[config.mk]
export PLATFORM = sky130hd
export DESIGN_NAME = csbm_top
export DESIGN_NICKNAME = d
export VERILOG_FILES = /design/src/csbm_pkg.sv /design/src/csbm_dec_if.sv /design/src/csbm_cs_decode.sv /design/src/csbm_top.sv
export SDC_FILE = /design/constraint.sdc
export NUM_CORES = 1
export LEC_CHECK = 0
export ABC_AREA = 1
export BUFFER_PORTS_ARGS = -buffer_cell sky130_fd_sc_hd__buf_2
export CORE_MARGIN = 3
export CORE_UTILIZATION = 40
export DETAILED_ROUTE_END_ITERATION = 10
export HOLD_SLACK_MARGIN = 0.12
export PLACE_DENSITY = 0.66
export SYNTH_ARGS = -nofsm -noshare
export SYNTH_HDL_FRONTEND = slang
export SYNTH_HIERARCHICAL = 1
export SYNTH_SLANG_ARGS = --single-unit
[constraint.sdc]
create_clock -name clk_sys_in -period 10.25 [get_ports clk_sys_in]
set_input_delay 1.025 -clock clk_sys_in [delete_from_list [all_inputs] [get_ports clk_sys_in]]
set_output_delay 1.025 -clock clk_sys_in [all_outputs]
set_load 0.03 [all_outputs]
[src/csbm_pkg.sv]
// Constants and types shared by the chip select bus mode sequencer
package csbm_pkg;
    // ------------------------------------------------------------
    // Widths
    // ------------------------------------------------------------
    localparam int CSBM_NUM_CS = 4;
    localparam int CSBM_ADDR_W = 24;
    localparam int CSBM_DATA_W = 8;
    localparam int CSBM_LEN_W = 4;
    localparam int CSBM_MODE_W = 2;
    // ------------------------------------------------------------
    // Per chip select mode encoding, code 3 behaves as native
    // ------------------------------------------------------------
    localparam logic [1:0] CSBM_MODE_NATIVE = 2'h0;
    localparam logic [1:0] CSBM_MODE_THREE = 2'h1;
    localparam logic [1:0] CSBM_MODE_FOUR = 2'h2;
    // ------------------------------------------------------------
    // State length limits in system clock cycles
    // ------------------------------------------------------------
    localparam logic [3:0] CSBM_THREE_MIN_LEN = 4'h1;
    localparam logic [3:0] CSBM_FOUR_MIN_LEN = 4'h2;
    // ------------------------------------------------------------
    // Decode constants and reset values
    // ------------------------------------------------------------
    localparam logic [7:0] CSBM_IO_ONCHIP_PAGE = 8'h00;
    localparam logic [3:0] CSBM_RST_CS_N = 4'hf;
    localparam logic [23:0] CSBM_RST_ADDR = 24'h000000;
    localparam logic [7:0] CSBM_RST_DATA = 8'h00;
    localparam logic [3:0] CSBM_RST_CNT = 4'h0;
    // ------------------------------------------------------------
    // Sequencer states
    // ------------------------------------------------------------
    typedef enum logic [2:0] {ST_IDLE, ST_T1, ST_T2, ST_TW, ST_T3, ST_T4} csbm_state_t;
endpackage : csbm_pkg

[src/csbm_dec_if.sv]
// Address to chip select decode channel between sequencer and decoder
`timescale 1ns/1ps
`default_nettype none
interface csbm_dec_if;
    logic [23:0] addr;
    logic io;
    logic [3:0] hit;
    logic [1:0] idx;
    logic any;
    modport requester (output addr, io, input hit, idx, any);
    modport decoder (input addr, io, output hit, idx, any);
endinterface : csbm_dec_if
`default_nettype wire

[src/csbm_cs_decode.sv]
// Priority chip select decoder for memory ranges and I/O pages
`timescale 1ns/1ps
`default_nettype none
module csbm_cs_decode
    import csbm_pkg::*;
(
    csbm_dec_if.decoder dec,
    input wire logic [3:0] cs_en_in,
    input wire logic [3:0] cs_io_in,
    input wire logic [31:0] cs_lower_in,
    input wire logic [31:0] cs_upper_in
);
    // ------------------------------------------------------------
    // Match of one chip select against the address
    // ------------------------------------------------------------
    function automatic logic cs_match(input logic en, input logic io_sel, input logic [7:0] lo,
                                      input logic [7:0] hi, input logic [23:0] a,
                                      input logic is_io);
        logic m;
        m = 1'b0;
        if (en && (io_sel == is_io)) begin
            if (is_io) begin
                // On-chip peripheral page always wins over external I/O
                m = (a[15:8] == lo) && (a[15:8] != CSBM_IO_ONCHIP_PAGE);
            end else begin
                m = (a[23:16] >= lo) && (a[23:16] <= hi);
            end
        end
        return m;
    endfunction : cs_match

    wire logic [3:0] raw;
    genvar g;
    generate
        for (g = 0; g < CSBM_NUM_CS; g++) begin : g_match
            assign raw[g] = cs_match(cs_en_in[g], cs_io_in[g], cs_lower_in[g*8 +: 8],
                                     cs_upper_in[g*8 +: 8], dec.addr, dec.io);
        end
    endgenerate

    // Lower number wins on overlap
    always_comb begin
        dec.hit = 4'h0;
        dec.idx = 2'h0;
        if (raw[0]) begin
            dec.hit = 4'h1;
        end else if (raw[1]) begin
            dec.hit = 4'h2;
            dec.idx = 2'h1;
        end else if (raw[2]) begin
            dec.hit = 4'h4;
            dec.idx = 2'h2;
        end else if (raw[3]) begin
            dec.hit = 4'h8;
            dec.idx = 2'h3;
        end
        dec.any = |raw;
    end
endmodule : csbm_cs_decode
`default_nettype wire

[src/csbm_top.sv]
// Chip select bus mode sequencer: native, three-state and four-state latch cycles
//
// Contract
// - On grant, drive acknowledge low and release address and data buses.
// - While granted, decode external address and assert matching chip selects.
// - External master never reaches internal registers during a grant.
// - Each chip select has its own bus format and state length.
// - Native mode passes CPU signals unchanged; native is the reset default.
// - Three-state mode states last 1 to 15 system clocks.
// - Three-state read runs T1 T2 T3; T1 drives address and chip select.
// - Three-state T2 asserts read strobe plus memory or I/O request.
// - Wait low one clock before T2 end inserts waits until high.
// - Three-state read data captured at the edge ending T3.
// - Three-state write: T1 address, T2 write strobe and request, T3 unchanged.
// - Four-state mode offers separate or multiplexed address and data per chip select.
// - Multiplexed four-state cycles put the low address byte on data in T1.
// - Four-state read: T1 address, chip select, latch enable high first half.
// - Four-state T2 asserts read strobe plus memory or I/O request.
// - Four-state ready low before T3 inserts waits until it goes high.
// - Four-state read latches data entering T4, then drops read strobe.
// - Four-state mode states last 2 to 15 system clocks.
`timescale 1ns/1ps
`default_nettype none
module csbm_top
    import csbm_pkg::*;
(
    input wire logic clk_sys_in,
    input wire logic resetn_in,
    input wire logic [7:0] cs_mode_in,
    input wire logic [3:0] cs_mux_in,
    input wire logic [15:0] cs_len_in,
    input wire logic [3:0] cs_en_in,
    input wire logic [3:0] cs_io_in,
    input wire logic [31:0] cs_lower_in,
    input wire logic [31:0] cs_upper_in,
    input wire logic cpu_req_in,
    input wire logic cpu_wr_in,
    input wire logic cpu_io_in,
    input wire logic [23:0] cpu_addr_in,
    input wire logic [7:0] cpu_wdata_in,
    input wire logic cpu_rd_n_in,
    input wire logic cpu_wr_n_in,
    input wire logic cpu_mem_req_n_in,
    input wire logic cpu_io_req_n_in,
    input wire logic wait_n_in,
    input wire logic [7:0] bus_data_in,
    input wire logic bus_grant_request_n_in,
    input wire logic [23:0] ext_addr_in,
    input wire logic ext_mem_req_n_in,
    input wire logic ext_io_req_n_in,
    output logic [23:0] bus_addr_out,
    output logic addr_oe_out,
    output logic [7:0] bus_data_out,
    output logic data_oe_out,
    output logic rd_n_out,
    output logic wr_n_out,
    output logic memory_request_strobe_n_out,
    output logic io_request_strobe_n_out,
    output logic ale_out,
    output logic [3:0] cs_n_out,
    output logic [7:0] cpu_rdata_out,
    output logic cpu_done_out,
    output logic cpu_busy_out,
    output logic bus_grant_ack_n_out,
    output logic reg_access_allow_out
);
    // ------------------------------------------------------------
    // Decoder: external address while granted, CPU address otherwise
    // ------------------------------------------------------------
    csbm_dec_if dec ();
    logic grant_q, grant_d;
    assign dec.addr = grant_q ? ext_addr_in : cpu_addr_in;
    assign dec.io = grant_q ? !ext_io_req_n_in : cpu_io_in;

    csbm_cs_decode u_dec (
        .dec(dec),
        .cs_en_in(cs_en_in),
        .cs_io_in(cs_io_in),
        .cs_lower_in(cs_lower_in),
        .cs_upper_in(cs_upper_in)
    );

    // ------------------------------------------------------------
    // State
    // ------------------------------------------------------------
    csbm_state_t st_q, st_d;
    logic [3:0] cnt_q, cnt_d, len_q, len_d, hit_q, hit_d;
    logic [1:0] mode_q, mode_d, sel_mode;
    logic mux_q, mux_d, wr_q, wr_d, io_q, io_d, wait_q, last, start, seq, strb, four;
    logic [23:0] addr_q, addr_d;
    logic [7:0] wdata_q, wdata_d, rdata_d;
    logic done_d, busy_d, ack_n_d, allow_d, addr_oe_d, data_oe_d, rd_n_d, wr_n_d;
    logic mem_req_n_d, io_req_n_d, ale_d;
    logic [3:0] cs_n_d, sel_len;
    logic [7:0] data_d;

    assign sel_mode = cs_mode_in[{dec.idx, 1'b0} +: 2];
    assign sel_len = cs_len_in[{dec.idx, 2'b00} +: 4];
    assign start = cpu_req_in && !grant_q && dec.any
                   && (sel_mode == CSBM_MODE_THREE || sel_mode == CSBM_MODE_FOUR);
    assign last = (cnt_q == len_q - 4'h1);

    // ------------------------------------------------------------
    // Next state and outputs
    // ------------------------------------------------------------
    always_comb begin
        st_d = st_q;
        cnt_d = cnt_q;
        len_d = len_q;
        mode_d = mode_q;
        mux_d = mux_q;
        wr_d = wr_q;
        io_d = io_q;
        addr_d = addr_q;
        wdata_d = wdata_q;
        hit_d = hit_q;
        grant_d = grant_q;
        rdata_d = cpu_rdata_out;
        done_d = 1'b0;
        unique case (st_q)
            ST_IDLE: begin
                if (grant_q) begin
                    grant_d = !bus_grant_request_n_in;
                end else if (start) begin
                    st_d = ST_T1;
                    cnt_d = CSBM_RST_CNT;
                    mode_d = sel_mode;
                    mux_d = cs_mux_in[dec.idx] && (sel_mode == CSBM_MODE_FOUR);
                    if (sel_mode == CSBM_MODE_FOUR) begin
                        len_d = (sel_len < CSBM_FOUR_MIN_LEN) ? CSBM_FOUR_MIN_LEN
                                                              : sel_len;
                    end else begin
                        len_d = (sel_len < CSBM_THREE_MIN_LEN) ? CSBM_THREE_MIN_LEN
                                                               : sel_len;
                    end
                    wr_d = cpu_wr_in;
                    io_d = cpu_io_in;
                    addr_d = cpu_addr_in;
                    wdata_d = cpu_wdata_in;
                    hit_d = dec.hit;
                end else if (!bus_grant_request_n_in) begin
                    // Grant only between cycles so a sequenced access is never cut
                    grant_d = 1'b1;
                end
            end
            ST_T1: begin
                cnt_d = last ? CSBM_RST_CNT : cnt_q + 4'h1;
                st_d = last ? ST_T2 : ST_T1;
            end
            ST_T2: begin
                cnt_d = last ? CSBM_RST_CNT : cnt_q + 4'h1;
                if (last) begin
                    // Sampled wait from one clock earlier gives the setup margin
                    st_d = wait_q ? ST_T3 : ST_TW;
                end
            end
            ST_TW: begin
                if (wait_n_in) begin
                    st_d = ST_T3;
                end
            end
            ST_T3: begin
                cnt_d = last ? CSBM_RST_CNT : cnt_q + 4'h1;
                if (last) begin
                    if (!wr_q) begin
                        rdata_d = bus_data_in;
                    end
                    if (mode_q == CSBM_MODE_FOUR) begin
                        st_d = ST_T4;
                    end else begin
                        st_d = ST_IDLE;
                        done_d = 1'b1;
                    end
                end
            end
            ST_T4: begin
                cnt_d = last ? CSBM_RST_CNT : cnt_q + 4'h1;
                if (last) begin
                    st_d = ST_IDLE;
                    done_d = 1'b1;
                end
            end
            default: begin
                st_d = ST_IDLE;
            end
        endcase

        seq = (st_d != ST_IDLE);
        strb = (st_d == ST_T2) || (st_d == ST_TW) || (st_d == ST_T3);
        four = (mode_d == CSBM_MODE_FOUR);
        busy_d = seq;
        ack_n_d = !grant_d;
        allow_d = !grant_d;
        ale_d = 1'b0;
        if (grant_q || grant_d) begin
            addr_d = addr_q;
            addr_oe_d = 1'b0;
            data_oe_d = 1'b0;
            data_d = CSBM_RST_DATA;
            rd_n_d = 1'b1;
            wr_n_d = 1'b1;
            mem_req_n_d = 1'b1;
            io_req_n_d = 1'b1;
            cs_n_d = CSBM_RST_CS_N;
            if (grant_q && (!ext_mem_req_n_in || !ext_io_req_n_in)) begin
                cs_n_d = ~dec.hit;
            end
        end else if (seq) begin
            addr_oe_d = 1'b1;
            cs_n_d = ~hit_d;
            rd_n_d = !(strb && !wr_d);
            wr_n_d = !(strb && wr_d);
            mem_req_n_d = !(strb && !io_d);
            io_req_n_d = !(strb && io_d);
            ale_d = four && (st_d == ST_T1) && (cnt_d < {1'b0, len_d[3:1]});
            if (mux_d && st_d == ST_T1) begin
                data_d = addr_d[7:0];
                data_oe_d = 1'b1;
            end else begin
                data_d = wdata_d;
                data_oe_d = wr_d;
            end
        end else begin
            // Native: CPU strobes and address are forwarded as they come
            addr_d = cpu_addr_in;
            addr_oe_d = 1'b1;
            data_d = cpu_wdata_in;
            data_oe_d = !cpu_wr_n_in;
            rd_n_d = cpu_rd_n_in;
            wr_n_d = cpu_wr_n_in;
            mem_req_n_d = cpu_mem_req_n_in;
            io_req_n_d = cpu_io_req_n_in;
            cs_n_d = CSBM_RST_CS_N;
            if ((!cpu_mem_req_n_in || !cpu_io_req_n_in) && !(sel_mode == CSBM_MODE_THREE
                                                      || sel_mode == CSBM_MODE_FOUR)) begin
                cs_n_d = ~dec.hit;
            end
        end
    end

    // ------------------------------------------------------------
    // Registers
    // ------------------------------------------------------------
    always_ff @(posedge clk_sys_in or negedge resetn_in) begin
        if (!resetn_in) begin
            st_q <= ST_IDLE;
            cnt_q <= CSBM_RST_CNT;
            len_q <= CSBM_THREE_MIN_LEN;
            mode_q <= CSBM_MODE_NATIVE;
            mux_q <= 1'b0;
            wr_q <= 1'b0;
            io_q <= 1'b0;
            addr_q <= CSBM_RST_ADDR;
            wdata_q <= CSBM_RST_DATA;
            hit_q <= 4'h0;
            grant_q <= 1'b0;
            wait_q <= 1'b1;
            bus_addr_out <= CSBM_RST_ADDR;
            addr_oe_out <= 1'b0;
            bus_data_out <= CSBM_RST_DATA;
            data_oe_out <= 1'b0;
            rd_n_out <= 1'b1;
            wr_n_out <= 1'b1;
            memory_request_strobe_n_out <= 1'b1;
            io_request_strobe_n_out <= 1'b1;
            ale_out <= 1'b0;
            cs_n_out <= CSBM_RST_CS_N;
            cpu_rdata_out <= CSBM_RST_DATA;
            cpu_done_out <= 1'b0;
            cpu_busy_out <= 1'b0;
            bus_grant_ack_n_out <= 1'b1;
            reg_access_allow_out <= 1'b1;
        end else begin
            st_q <= st_d;
            cnt_q <= cnt_d;
            len_q <= len_d;
            mode_q <= mode_d;
            mux_q <= mux_d;
            wr_q <= wr_d;
            io_q <= io_d;
            addr_q <= addr_d;
            wdata_q <= wdata_d;
            hit_q <= hit_d;
            grant_q <= grant_d;
            wait_q <= wait_n_in;
            bus_addr_out <= addr_d;
            addr_oe_out <= addr_oe_d;
            bus_data_out <= data_d;
            data_oe_out <= data_oe_d;
            rd_n_out <= rd_n_d;
            wr_n_out <= wr_n_d;
            memory_request_strobe_n_out <= mem_req_n_d;
            io_request_strobe_n_out <= io_req_n_d;
            ale_out <= ale_d;
            cs_n_out <= cs_n_d;
            cpu_rdata_out <= rdata_d;
            cpu_done_out <= done_d;
            cpu_busy_out <= busy_d;
            bus_grant_ack_n_out <= ack_n_d;
            reg_access_allow_out <= allow_d;
        end
    end

    // ------------------------------------------------------------
    // Assertions
    // ------------------------------------------------------------
    property p_grant_release;
        @(posedge clk_sys_in) disable iff (!resetn_in)
        !bus_grant_ack_n_out |-> !addr_oe_out && !data_oe_out && rd_n_out && wr_n_out;
    endproperty
    a_grant_release: assert property (p_grant_release) else $error("bus not released");

    property p_ext_cs;
        @(posedge clk_sys_in) disable iff (!resetn_in)
        grant_q && !ext_mem_req_n_in && !bus_grant_request_n_in
        |=> cs_n_out == ~$past(dec.hit);
    endproperty
    a_ext_cs: assert property (p_ext_cs) else $error("external cs decode wrong");

    property p_no_reg;
        @(posedge clk_sys_in) disable iff (!resetn_in)
        grant_q && !bus_grant_request_n_in |=> !reg_access_allow_out && !bus_grant_ack_n_out;
    endproperty
    a_no_reg: assert property (p_no_reg) else $error("register access during grant");

    property p_native;
        @(posedge clk_sys_in) disable iff (!resetn_in)
        st_q == ST_IDLE && !start && !grant_q && bus_grant_request_n_in
        |=> rd_n_out == $past(cpu_rd_n_in) && wr_n_out == $past(cpu_wr_n_in);
    endproperty
    a_native: assert property (p_native) else $error("native pass-through broken");

    property p_len;
        @(posedge clk_sys_in) disable iff (!resetn_in)
        st_q != ST_IDLE |-> cnt_q < len_q
            && len_q >= ((mode_q == CSBM_MODE_FOUR) ? CSBM_FOUR_MIN_LEN : CSBM_THREE_MIN_LEN);
    endproperty
    a_len: assert property (p_len) else $error("state length out of range");

    property p_t1;
        @(posedge clk_sys_in) disable iff (!resetn_in)
        start && st_q == ST_IDLE
        |=> st_q == ST_T1 && cs_n_out == ~$past(dec.hit) && rd_n_out && wr_n_out;
    endproperty
    a_t1: assert property (p_t1) else $error("T1 outputs wrong");

    property p_t2_strobe;
        @(posedge clk_sys_in) disable iff (!resetn_in)
        st_q == ST_T2 |-> (rd_n_out == wr_q) && (wr_n_out == !wr_q)
            && (memory_request_strobe_n_out == io_q);
    endproperty
    a_t2_strobe: assert property (p_t2_strobe) else $error("T2 strobes wrong");

    property p_wait;
        @(posedge clk_sys_in) disable iff (!resetn_in)
        st_q == ST_T2 && last && !wait_q |=> st_q == ST_TW;
    endproperty
    a_wait: assert property (p_wait) else $error("wait state not inserted");

    property p_rdata;
        @(posedge clk_sys_in) disable iff (!resetn_in)
        st_q == ST_T3 && last && !wr_q |=> cpu_rdata_out == $past(bus_data_in);
    endproperty
    a_rdata: assert property (p_rdata) else $error("read data not captured");

    property p_mux;
        @(posedge clk_sys_in) disable iff (!resetn_in)
        st_q == ST_T1 && mux_q |-> data_oe_out && bus_data_out == addr_q[7:0];
    endproperty
    a_mux: assert property (p_mux) else $error("low address not on data bus");

    property p_ale;
        @(posedge clk_sys_in) disable iff (!resetn_in)
        st_q == ST_T1 && mode_q == CSBM_MODE_FOUR |-> ale_out == (cnt_q < {1'b0, len_q[3:1]});
    endproperty
    a_ale: assert property (p_ale) else $error("latch enable timing wrong");

    property p_t4;
        @(posedge clk_sys_in) disable iff (!resetn_in)
        st_q == ST_T4 |-> rd_n_out && wr_n_out && cs_n_out == ~hit_q;
    endproperty
    a_t4: assert property (p_t4) else $error("T4 strobes wrong");
endmodule : csbm_top
`default_nettype wire

==> results.cfg <==
[critical_path]
end_kind = flip-flop
required_ns = 10.52
critical_path_class = reg -> reg
critPathArrivalTime_ns = 7.67
r2r_slack_ns = 2.85
path_max_fanout = 42
cp_common_cell = nand2_1
slowest_delay_ns = 0.99
crit_path_start_kind = flip-flop
slowest_stage = dfrtp_1

[synth]
yosys_warnings = 6
syn_inst = 981
avgSynthCellArea_um2 = 7.074
syn_area_um2 = 6939
synth_nets = 1227

[cts]
clock-root-buffer = clkbuf_16
numCtsBuffers = 9
ctsHoldBuffers = 0
clk-insertion-delay-late_ns = 0.34
clockBufferDepth = 2
cts.clk_slew.worst_paths_ns = 0.07
cts.sinks = 84
cts-resized-gates = 0
postCtsSetupRepairBufs = 0
h-tree-depth = 3
cts_tree = yes

[timing]
worst_pin_slew_ns = 1.040
clock_skew_ns = 0.005230
maxSlewViolCount = 0
fmax_mhz = 135.1
setup_tns_ns = 0
whs_ns = 0.4698
slew_headroom = 0.3052
rsz0062_at_grt = false
timing.final.hold_violations = 0
period_share = 0.7221
min_period_ns = 7.402
setup_viol = 0

[floorplan]
dieArea_um2 = 18960
coreArea_um2 = 16760
die_height_um = 137.7
rows = 47
top_level_ports = 232
die_w_um = 137.7
start_util = 0.4140

[min_path]
hold_path_class = reg -> reg

[pwr]
peakVddDrop_uv = 156.9
p_clk_frac = 0.153
p_sw_mw = 1.181
power.internal_mw = 1.150
pwr-share-seq = 0.241
p_leak_nw = 4.862
p_sw_frac = 0.5067
p_comb_frac = 0.606
total_power_mw = 2.330
powerDensity_nw_per_um2 = 274.1

[detailed_routing]
drtAntennaViolNets = 0
drt-wirelength-per-cell_um = 14.37
drtPass1Iterations = 5
drc = 0
vias = 6867
wl_um = 20290
drt-initial-drc-count = 404
vias_per_cell = 4.863

[grt]
grt-ovfl-total = 0
grt_pass1_wl_um = 31930
grt_usage = 0.2135
antenna_found_initial = 3
grt_pass1_vias = 6500
grt_max_degree = 50

[placed_design]
dp_hpwl_um = 16100
finalWeightedCongestion = 0.9138
io_buffers = 223

[finish]
syn2layout_area_growth_pct = 22.54
drive_gt1_frac = 0.2735
num_antenna_cells = 0
nNetsFinal = 1433

[run]
cap_violations = 0

[run_status]
status = completed
final cells by class:
cell class,count,area (µm²)
Timing Repair Buffer,225,1134
Sequential cell,84,2116
Fill cell,1688,8257
Tap cell,220,275.3
Inverter,146,548.0
Clock buffer,9,225.2
Clock inverter,7,105.1
Multi-Input combinational cell,721,4100
cells in the final DEF, fill, tap and decap left out, types with 6 or more instances in the layout:
master / n
nand2_1: 300
ha_1: 69
mux2_2: 24
inv_1: 136
inv_2: 9
clkbuf_16: 9
nor2_1: 72
nand2_4: 6
buf_2: 222
xnor2_1: 9
nor2_2: 8
o21ai_0: 54
a21oi_1: 32
xor2_1: 9
nand4_1: 16
o21a_1: 6
nand2_2: 8
nand3_1: 67
dfstp_2: 11
dfrtp_1: 73
state kept, by name, indices dropped and copies added (netlist names), 2 cells and up:
| register | cells |
|---|---|
| wdata_q | 8 |
| cpu_rdata_out | 8 |
| len_q | 4 |
| addr_q | 24 |
| cnt_q | 4 |
| st_q | 3 |
| cs_n_out | 4 |
| bus_data_out | 8 |
| mode_q | 2 |
| hit_q | 4 |
through the flow:
stage            util  area [µm²]  cells  setup slack (ns)
4_1_cts        0.5074        8503   1412             2.776
2_1_floorplan       -        6939    981             5.296
5_1_grt        0.5074        8503   1412             2.136
3_3_place_gp   0.4876        8173   1396             2.834
6_report       0.5074        8503   1412             2.848
3_5_place_dp   0.4876        8173   1396             2.807
layer usage:
metal | global-route usage | share of wire | wire length, µm | vias to the layer above
met5 | 0 | 0.0020 | 41 | -
met2 | 0.3688 | 0.48 | 9735 | 206
met3 | 0.04675 | 0.069 | 1391 | 27
met4 | 0.04501 | 0.013 | 273 | 6
li1 | - | - | - | 3534
met1 | 0.2744 | 0.44 | 8844 | 3094
power by group through the flow:
stage	sequential (mW)	combinational, mW	clock [mW]
detailed placement	0.567	1.42	0
floorplan	0.708	0.930	0
finish	0.562	1.41	0.357
global route	0.579	1.60	0.382
CTS	0.562	1.42	0.365
global placement	0.565	1.40	0
worst paths after layout:
kind | from | endpoint | cells past startpoint
setup / recovery | grant_q$_DFF_PN0_ | io_request_strobe_n_out$_DFF_PN1_ | 30
hold / removal | addr_q[23]$_DFFE_PN0P_ | addr_q[23]$_DFFE_PN0P_ | 2
setup reg to reg | grant_q$_DFF_PN0_ | io_request_strobe_n_out$_DFF_PN1_ | 30
hold reg to reg | addr_q[23]$_DFFE_PN0P_ | addr_q[23]$_DFFE_PN0P_ | 2
max in group asynchronous | resetn_in | addr_q[13]$_DFFE_PN0P_ | 2
min in group asynchronous | resetn_in | cpu_done_out$_DFF_PN0_ | 1
worst max-delay path: cells and delay by family (launching register included):
family / cells / cell delay [ns]
flip-flops: 1 / 0.99
buffers and inverters: 6 / 1.84
AND/OR/NAND/NOR: 19 / 2.89
AO/OA/AOI/OAI: 2 / 0.59
adder cells (fa/ha/maj): 2 / 0.55
multiplexers: 1 / 0.41
Power figures use the tool's default switching activity.
